--- src/ctm_consts.vh ---
// Constants for the channel transfer module.
`ifndef CTM_CONSTS_VH
`define CTM_CONSTS_VH
`define CTM_CHAN_W        4
`define CTM_CMD_W         2
`define CTM_ADDR_W        32
`define CTM_CNT_W         16
`define CTM_DATA_W        8
`define CTM_CMD_INPUT     2'h1
`define CTM_CMD_ACK       2'h3
`define CTM_CHAN_OWN      4'h0
`define CTM_FIFO_DEPTH    8
`define CTM_FIFO_AW       3
`define CTM_CHAN_WORD     32'h8000_002C
`define CTM_TASK_BASE     32'h0000_0100
`endif

--- src/ctm_channel.v ---
// Channel transfer module: takes bus input commands, stores link bytes in memory, then acknowledges.
//
// Notes on behaviour
// - When an accepted command has been carried out the module sends an acknowledge over the bus.
// - The module takes only commands whose channel number is its own and ignores the rest.
// - For input the module stores exactly the requested bytes at ascending addresses from the pointer.
// - When the stored count reaches the size the module returns an acknowledge with its channel number.
`timescale 1ns/10ps
`default_nettype none
`include "ctm_consts.vh"
module ctm_channel (
  input  wire                   clk_in,
  input  wire                   rst_b_in,
  input  wire                   cmd_valid_in,
  output reg                    cmd_ready_out,
  input  wire [`CTM_CHAN_W-1:0] cmd_chan_in,
  input  wire [`CTM_CMD_W-1:0]  cmd_code_in,
  input  wire [`CTM_ADDR_W-1:0] cmd_ptr_in,
  input  wire [`CTM_CNT_W-1:0]  cmd_count_in,
  input  wire                   link_valid_in,
  input  wire [`CTM_DATA_W-1:0] link_data_in,
  output reg                    link_ready_out,
  output reg                    mem_we_out,
  output reg  [`CTM_ADDR_W-1:0] mem_addr_out,
  output reg  [`CTM_DATA_W-1:0] mem_data_out,
  output reg                    ack_valid_out,
  output reg  [`CTM_CMD_W-1:0]  ack_code_out,
  output reg  [`CTM_CHAN_W-1:0] ack_chan_out,
  output reg                    busy_out
);
  localparam ST_IDLE = 2'h0;
  localparam ST_MOVE = 2'h1;
  localparam ST_ACK  = 2'h2;

  // The link pins are outside the clock domain, so they pass two flops first.
  reg                   lv_s1_r;
  reg                   lv_s2_r;
  reg [`CTM_DATA_W-1:0] ld_s1_r;
  reg [`CTM_DATA_W-1:0] ld_s2_r;
  reg                   lv_prev_r;
  reg [1:0]             state_r;
  reg [1:0]             state_nxt;
  reg [`CTM_ADDR_W-1:0] ptr_r;
  reg [`CTM_CNT_W-1:0]  left_r;
  wire                  link_strobe;
  wire                  f_ready;
  wire                  f_valid;
  wire [`CTM_DATA_W-1:0] f_data;
  wire                  take_cmd;
  wire                  pop;

  function own_chan;
    input [`CTM_CHAN_W-1:0] ch;
    begin
      own_chan = (ch == `CTM_CHAN_OWN);
    end
  endfunction

  // A byte arrives on each rising edge of the synchronised valid level.
  assign link_strobe = lv_s2_r & ~lv_prev_r;

  // Foreign channels and non-input codes are never accepted, so they wait for their own module.
  assign take_cmd = (state_r == ST_IDLE) && cmd_valid_in && own_chan(cmd_chan_in) &&
                    (cmd_code_in == `CTM_CMD_INPUT);
  assign pop = (state_r == ST_MOVE) && f_valid && (left_r != {`CTM_CNT_W{1'b0}});

  ctm_fifo #(
    .WIDTH (`CTM_DATA_W),
    .DEPTH (`CTM_FIFO_DEPTH),
    .AW    (`CTM_FIFO_AW)
  ) u_fifo (
    .clk_in       (clk_in),
    .rst_b_in     (rst_b_in),
    .wr_valid_in  (link_strobe),
    .wr_ready_out (f_ready),
    .wr_data_in   (ld_s2_r),
    .rd_valid_out (f_valid),
    .rd_ready_in  (pop),
    .rd_data_out  (f_data)
  );

  always @* begin
    state_nxt = state_r;
    case (state_r)
      ST_IDLE: begin
        if (take_cmd) begin
          state_nxt = (cmd_count_in == {`CTM_CNT_W{1'b0}}) ? ST_ACK : ST_MOVE;
        end
      end
      ST_MOVE: begin
        if (pop && left_r == {{(`CTM_CNT_W-1){1'b0}}, 1'b1}) begin
          state_nxt = ST_ACK;
        end
      end
      ST_ACK: begin
        state_nxt = ST_IDLE;
      end
      default: begin
        state_nxt = ST_IDLE;
      end
    endcase
  end

  always @(posedge clk_in) begin
    if (!rst_b_in) begin
      lv_s1_r        <= 1'b0;
      lv_s2_r        <= 1'b0;
      ld_s1_r        <= {`CTM_DATA_W{1'b0}};
      ld_s2_r        <= {`CTM_DATA_W{1'b0}};
      lv_prev_r      <= 1'b0;
      state_r        <= ST_IDLE;
      ptr_r          <= {`CTM_ADDR_W{1'b0}};
      left_r         <= {`CTM_CNT_W{1'b0}};
      cmd_ready_out  <= 1'b0;
      link_ready_out <= 1'b0;
      mem_we_out     <= 1'b0;
      mem_addr_out   <= {`CTM_ADDR_W{1'b0}};
      mem_data_out   <= {`CTM_DATA_W{1'b0}};
      ack_valid_out  <= 1'b0;
      ack_code_out   <= {`CTM_CMD_W{1'b0}};
      ack_chan_out   <= {`CTM_CHAN_W{1'b0}};
      busy_out       <= 1'b0;
    end else begin
      lv_s1_r        <= link_valid_in;
      lv_s2_r        <= lv_s1_r;
      ld_s1_r        <= link_data_in;
      ld_s2_r        <= ld_s1_r;
      lv_prev_r      <= lv_s2_r;
      state_r        <= state_nxt;
      cmd_ready_out  <= take_cmd;
      // Ready is dropped with margin for the two sync stages still in flight.
      link_ready_out <= f_ready && !(link_strobe || lv_s1_r);
      mem_we_out     <= pop;
      ack_valid_out  <= 1'b0;
      if (take_cmd) begin
        ptr_r  <= cmd_ptr_in;
        left_r <= cmd_count_in;
      end
      if (pop) begin
        mem_addr_out <= ptr_r;
        mem_data_out <= f_data;
        ptr_r        <= ptr_r + {{(`CTM_ADDR_W-1){1'b0}}, 1'b1};
        left_r       <= left_r - {{(`CTM_CNT_W-1){1'b0}}, 1'b1};
      end
      if (state_r == ST_ACK) begin
        ack_valid_out <= 1'b1;
        ack_code_out  <= `CTM_CMD_ACK;
        ack_chan_out  <= `CTM_CHAN_OWN;
      end
      busy_out <= (state_nxt != ST_IDLE);
    end
  end
endmodule
`default_nettype wire

--- src/ctm_fifo.v ---
// Byte FIFO between the link input and the memory writer.
`timescale 1ns/10ps
`default_nettype none
module ctm_fifo #(
  parameter WIDTH = 8,
  parameter DEPTH = 8,
  parameter AW    = 3
) (
  input  wire             clk_in,
  input  wire             rst_b_in,
  input  wire             wr_valid_in,
  output wire             wr_ready_out,
  input  wire [WIDTH-1:0] wr_data_in,
  output wire             rd_valid_out,
  input  wire             rd_ready_in,
  output wire [WIDTH-1:0] rd_data_out
);
  reg [WIDTH-1:0] mem_r [0:DEPTH-1];
  reg [AW-1:0]    wptr_r;
  reg [AW-1:0]    rptr_r;
  reg [AW:0]      count_r;
  wire            do_wr;
  wire            do_rd;
  integer         i;

  assign wr_ready_out = (count_r != DEPTH[AW:0]);
  assign rd_valid_out = (count_r != {(AW+1){1'b0}});
  assign rd_data_out  = mem_r[rptr_r];
  assign do_wr        = wr_valid_in & wr_ready_out;
  assign do_rd        = rd_valid_out & rd_ready_in;

  always @(posedge clk_in) begin
    if (!rst_b_in) begin
      wptr_r  <= {AW{1'b0}};
      rptr_r  <= {AW{1'b0}};
      count_r <= {(AW+1){1'b0}};
      for (i = 0; i < DEPTH; i = i + 1) begin
        mem_r[i] <= {WIDTH{1'b0}};
      end
    end else begin
      if (do_wr) begin
        mem_r[wptr_r] <= wr_data_in;
        wptr_r        <= wptr_r + 1'b1;
      end
      if (do_rd) begin
        rptr_r <= rptr_r + 1'b1;
      end
      if (do_wr && !do_rd) begin
        count_r <= count_r + 1'b1;
      end else if (do_rd && !do_wr) begin
        count_r <= count_r - 1'b1;
      end
    end
  end
endmodule
`default_nettype wire

--- config.mk ---
export PLATFORM = sky130hd
export DESIGN_NAME = ctm_channel
export DESIGN_NICKNAME = d
export VERILOG_FILES = /design/src/ctm_channel.v /design/src/ctm_fifo.v
export VERILOG_INCLUDE_DIRS = /design/src
export SDC_FILE = /design/constraint.sdc
export NUM_CORES = 1
export LEC_CHECK = 0
export ABC_AREA = 1
export BUFFER_PORTS_ARGS = -buffer_cell sky130_fd_sc_hd__buf_2
export CORE_ASPECT_RATIO = 0.9
export CORE_MARGIN = 10
export CORE_UTILIZATION = 55
export DETAILED_ROUTE_END_ITERATION = 6
export HOLD_SLACK_MARGIN = 0.02
export PLACE_DENSITY_LB_ADDON = 0.08
export SETUP_SLACK_MARGIN = 0.2
export SLEW_MARGIN = 20
export SYNTH_ARGS = -nofsm -noshare
export SYNTH_HDL_FRONTEND = slang
export SYNTH_HIERARCHICAL = 1
export SYNTH_SLANG_ARGS = --single-unit
--- constraint.sdc ---
create_clock -name clk_in -period 5.3 [get_ports clk_in]
set_input_delay 0.53 -clock clk_in [delete_from_list [all_inputs] [get_ports clk_in]]
set_output_delay 0.53 -clock clk_in [all_outputs]
set_load 0.02 [all_outputs]
# Word level (Yosys, flattened, before mapping)
# Memories as Yosys holds them, arrays and structs flattened. A register that Yosys moved wholly into a read port is not among the register bits.
# Index checks and enable logic that the tools add are counted.
# totals
ff_bits,117
out_inout_bits,51
ram_bits,64
rom_bits,0
in_bits,66
memories,1
latch_bits,0
# memory_table
memory,words,width,rd,rd_ports_with_merged_regs,wr,line,rtl
u_fifo.mem_r,8,8,1,1,8,ctm_fifo.v:18,reg [WIDTH-1:0] mem_r [0:DEPTH-1];
# op_classes
n_eq_ne,5
n_div,0
bitwise,4
order_cmp,0
addsub,6
reduce_logical,23
shift,0
mux,18
mul,0
# op_table
cell,count
$mux 32,2
$add 32x1->32 const B,1
$mux 16,2
$eq 16x1->1 const B,1
$logic_not 16->1,1
$reduce_bool 16->1,1
$sub 16x1->16 const B,1
$logic_and 1x1->1,9
$mux 4,2
$mux 8,1
$reduce_or 8->1,1
$add 3x1->3 const B,2
$mux 1,6
$mux 2,3
$reduce_bool 2->1,3
$add 4x1->4 const B,1
$eq 2x1->1 const B,2
$logic_not 1->1,4
$logic_not 4->1,1
$ne 4x4->1 const B,1
$pmux 2 s2,1
$reduce_bool 4->1,1
$sub 4x1->4 const B,1
$and 1x1->1,3
5 further kinds,5

# Longest topological paths before layout
# depth
word_depth,8
depth_mapped,20
mapped_depth_nobuf,18

# Modules after synthesis
# Netlist, hierarchy kept.
# by_module_without_submodules
mod,area_per_inst_um2,cells_each,instances,seq_area_each_um2
ctm_channel,5836.8,889,1,2302.2
ctm_fifo,3658.5,395,1,2182.1

# Worst setup path before layout
# Ideal clock, no wire load.
# synth_timing
kind,register to register
from,reg left_r[0]
to,reg u_fifo.count_r[3]
setup_slack_ps,2597
synth_period_minus_slack_ps,2703
path_stages_with_launch,19
arrival_time_ps,2594
setup_ps,109
cell_sequence,dfxtp_1 > inv_1 > ha_1 > nand2_2 > nor2_4 > nand2_2 > nand2_4 > inv_4 > buf_6 > buf_2 > nand2_1 > ha_1 > inv_1 > ha_1 > or2_2 > nand3_1 > nand3_1 > nand2_1 > inv_1
# synth_between
elab_chain_cells,6
elab_cells_between_ends,8
classes_between,mux: 1; bitwise: 1; reduce/logical: 6
# synth_rtl
item,line,rtl
"start, declared",ctm_channel.v:44,reg [`CTM_CNT_W-1:0] left_r;
"start signal, assigned",ctm_channel.v:113,left_r <= {`CTM_CNT_W{1'b0}};
"start signal, assigned",ctm_channel.v:137,left_r <= cmd_count_in;
"start signal, assigned",ctm_channel.v:143,"left_r <= left_r - {{(`CTM_CNT_W-1){1'b0}}, 1'b1};"
$reduce_bool 16->1 (*),ctm_channel.v:65,assign pop = (state_r == ST_MOVE) && f_valid && (left_r != {`CTM_CNT_W{1'b0}});
$logic_and 1x1->1 (*),ctm_channel.v:65,
via pop,ctm_channel.v:50,wire pop;
$and 1x1->1 (*),ctm_fifo.v:30,assign do_rd = rd_valid_out & rd_ready_in;
$logic_not 1->1,ctm_fifo.v:48,if (do_wr && !do_rd) begin
$logic_and 1x1->1,ctm_fifo.v:48,
$mux 4 or $reduce_bool 2->1 (tied branches),n/a,
"end signal, assigned",ctm_fifo.v:36,count_r <= {(AW+1){1'b0}};
"end signal, assigned",ctm_fifo.v:49,count_r <= count_r + 1'b1;
"end signal, assigned",ctm_fifo.v:51,count_r <= count_r - 1'b1;
"end, declared",ctm_fifo.v:21,reg [AW:0] count_r;
# Mark *: on every way through the listed nets, which the timed path passes. The rest lies on a longest branch.
# A chain may end at the register's enable or synchronous reset.

# Worst setup path after layout
# layout_timing
from,reg left_r[1]
to,reg left_r[5]
# layout_between
elab_chain_cells,3
elab_cells_between_ends,5
classes_between,add/sub: 1; mux: 1; reduce/logical: 3
# layout_rtl
item
branches (longest 3 deep; another with $sub 16x1->16)
# Several ways; the timed one is not identified.

==> run_results.csv <==
group,metric,value,unit
power_and_ir_drop,vdd_ir_drop_max,0.000259,V
setup_path,end_kind,"flop",
sta,layout_min_cycle_time,3.05,ns
sta,rsz0062_at_grt,"no",
placement,dp_cells,1556,
sta,maxSlewHeadroom,0.325,
global_route,grt_pass1_wl,39300,microns
global_route,busiest_layer,"met1",
placement,gp_congestion,0.922,
power_and_ir_drop,powerDensity,285,mW/mm^2
outcome,status,"finished, final reports clean",
routing,drt_iter0_drc,777,
global_route,grtUsageTotal,0.215,
die,die_h,145,microns
die,die_x,159,microns
worst_hold_path,hold_class,"in -> reg",
clock_network,post-cts-setup-buffers,0,
die,dieArea,0.0229,sq mm
routing,first_pass_iters,7,
clock_network,holdBufCountCts,0,
synth,async_flop_share,0,
synth,synth_most_common_cell,"nand2_1",
clock_network,cts_tree,"done",
setup_path,critPathLaunchType,"flop",
sta,fin_tns_setup,0,ns
routing,ant_nets,0,
cells_and_area,register_area,0.00448,sq mm
synth,yosys-top-cells-area,"dfxtp_1 (27%), edfxtp_1 (20%), nand2_1 (13%)",
global_route,overflow,0,
sta,skew,0.00978,ns
cells_and_area,layout-drive-gt1-share,0.142,
global_route,grtUsageMet3,0.0446,
global_route,globalRouteMet1Util,0.316,
cells_and_area,n_antenna_cell,0,
cells_and_area,final_nets,1439,
placement,dp_slack,2.27,ns
synth,synth_area,0.00950,sq mm
sta,hold_violations,0,
setup_path,cp.arrival,3.41,ns
die,start_util,0.562,
clock_network,clock_sinks,192,
global_route,use_met2,0.311,
synth,synthCells,1284,
die,ios,117,
cells_and_area,fillers,1549,
sta,slew_violations,0,
die,rows,45,
synth,syn_area_per_cell,7.40,sq um
die,core-area,0.0169,sq mm
synth,synth_top_area_frac,0.270,
clock_network,cts_buffers,17,
global_route,grt_max_degree,98,
setup_path,worst_ep_required_time,5.66,ns
routing,via_per_inst,5.32,
clock_network,clk_path_buf_depth,2,
power_and_ir_drop,p_leak,4.55,nW
synth,synth_cell_types,44,
cells_and_area,instances_no_fill,1588,
global_route,grt_pass1_vias,7738,
global_route,antenna_found_initial,0,
synth,synth_edf_count,64,
clock_network,clk_latency,0.44,ns
setup_path,crit_type,"reg -> reg",
sta,fmax,0.328,GHz
sta,setup_ws,2.25,ns
routing,wl_per_cell,15.3,microns
synth,synth_top_flop_cell,"dfxtp_1",
setup_path,crit_path_max_fanout,97,
clock_network,ctsResizeCount,0,
synth,synth_top_cell_by_area,"dfxtp_1",
clock_network,path_clk_slew,0.07,ns
clock_network,h-tree-depth,4,
sta,fin_crit_sh,0.575,
cells_and_area,syn2layout_area_growth,12.0,%
flow_run,maxCapViolCount,0,
synth,ys_ff_latch,192,
placement,port_buffers,112,
clock_network,root_buffer,"clkbuf_16",
routing,drc,0,
cells_and_area,multi_input_area,0.00425,sq mm
synth,ys_warn_count,6,
routing,vias,8454,
placement,hpwlAfterDp,17200,microns
synth,synth_seq_area_share,0.472,
sta,setup_violations,0,
routing,wirelength,24400,microns
synth,synth_common_cells,"nand2_1 (324), nor2_1 (241), dfxtp_1 (128)",
sta,worst_pin_slew,1.01,ns
-- cells by family (layout without fill, tap and decap cells) --
| logic type | after synthesis | in the layout | share of synthesized area |
|---|---|---|---|
| buf+inv | 172 | 262 | 0.0814 |
| xor+xnor | 19 | 19 | 0.0175 |
| other cells | 1 | 4 | 0.000395 |
| compound gates | 171 | 171 | 0.0961 |
| fa+ha+maj | 9 | 9 | 0.0127 |
| simple gates | 720 | 720 | 0.320 |
| flops | 192 | 192 | 0.472 |
-- sequential cells by signal, summed over array words and instances, names as in the netlist, 2 cells and up, named ones only --
signal          cells
mem_addr_out       32
ld_s2_r             8
u_fifo/count_r      4
ld_s1_r             8
u_fifo/wptr_r       3
mem_data_out        8
u_fifo/rptr_r       3
u_fifo/mem_r       64
ptr_r              32
state_r             2
left_r             16
-- metrics by stage --
stage | util | instance area (sq um) | total power [mW] | hold slack (ns)
2_1_floorplan | - | 9510 | 1.68 | 0.390
3_3_place_gp | 0.593 | 10000 | 1.73 | 0.393
3_5_place_dp | 0.593 | 10000 | 1.74 | 0.397
4_1_cts | 0.629 | 10600 | 3.04 | 0.265
5_1_grt | 0.629 | 10600 | 3.12 | 0.274
6_report | 0.629 | 10600 | 3.03 | 0.277
-- worst max-delay path: stages, from the launching register on --
cell	delay, ns
dfxtp_1	0.30
inv_1	0.12
ha_1	0.22
nand2_2	0.11
nor2_4	0.16
nand2_2	0.09
nand2_4	0.52
inv_4	0.04
buf_4	0.43
nor2_8	0.59
nand2_1	0.15
a21oi_1	0.18
-- final cells by class --
class,instances,share of cell area
clock inverter,10,0.0115
sequential,192,0.422
timing repair buffer,117,0.0563
multi-input combinational,923,0.400
clock buffer,22,0.0457
tap,211,0.0248
inverter,113,0.0401
-- cells in the final DEF (no fill, tap or decap), types with 2 or more instances in the layout --
cell	instances
a21oi_1	51
a21oi_2	9
buf_2	112
buf_4	5
bufinv_16	2
clkbuf_1	2
clkbuf_16	18
clkbuf_8	2
clkinv_2	2
conb_1	4
dfxtp_1	128
edfxtp_1	64
ha_1	8
inv_1	108
inv_2	3
inv_6	5
nand2_1	324
nand2_2	18
nand3_1	67
nand3_2	3
nand3_4	2
nand3b_1	3
nand4_1	7
nor2_1	241
nor2_2	2
nor2_4	3
nor3_1	40
nor3_2	2
nor4_1	3
o21a_1	3
o21ai_0	96
o21ai_1	7
or2_2	3
xnor2_1	4
xor2_1	15
-- power breakdown --
| part | total [mW] | internal [mW] | switching, mW |
|---|---|---|---|
| logic | 0.148 | 0.0466 | 0.101 |
| clock network | 1.32 | 0.756 | 0.563 |
| registers | 1.56 | 1.55 | 0.0126 |
| total | 3.03 | 2.35 | 0.677 |
-- path summary, 6_finish.rpt --
path	from	endpoint	slack, ns	cells after the start
worst min-delay path	link_valid_in	lv_s1_r$_SDFF_PN0_	0.28	3
worst min register to register	ld_s1_r[4]$_SDFF_PN0_	ld_s2_r[4]$_SDFF_PN0_	0.41	2
worst max-delay path	left_r[1]$_SDFFE_PN0P_	left_r[5]$_SDFFE_PN0P_	2.25	11
worst max register to register	left_r[1]$_SDFFE_PN0P_	left_r[5]$_SDFFE_PN0P_	2.25	11
-- metal layers --
layer | routed length (microns) | part of all wire
met1 | 11900 | 0.49
met2 | 10100 | 0.41
met3 | 2090 | 0.086
met5 | 0 | 0
met4 | 289 | 0.012
Power figures use the tool's default switching activity.
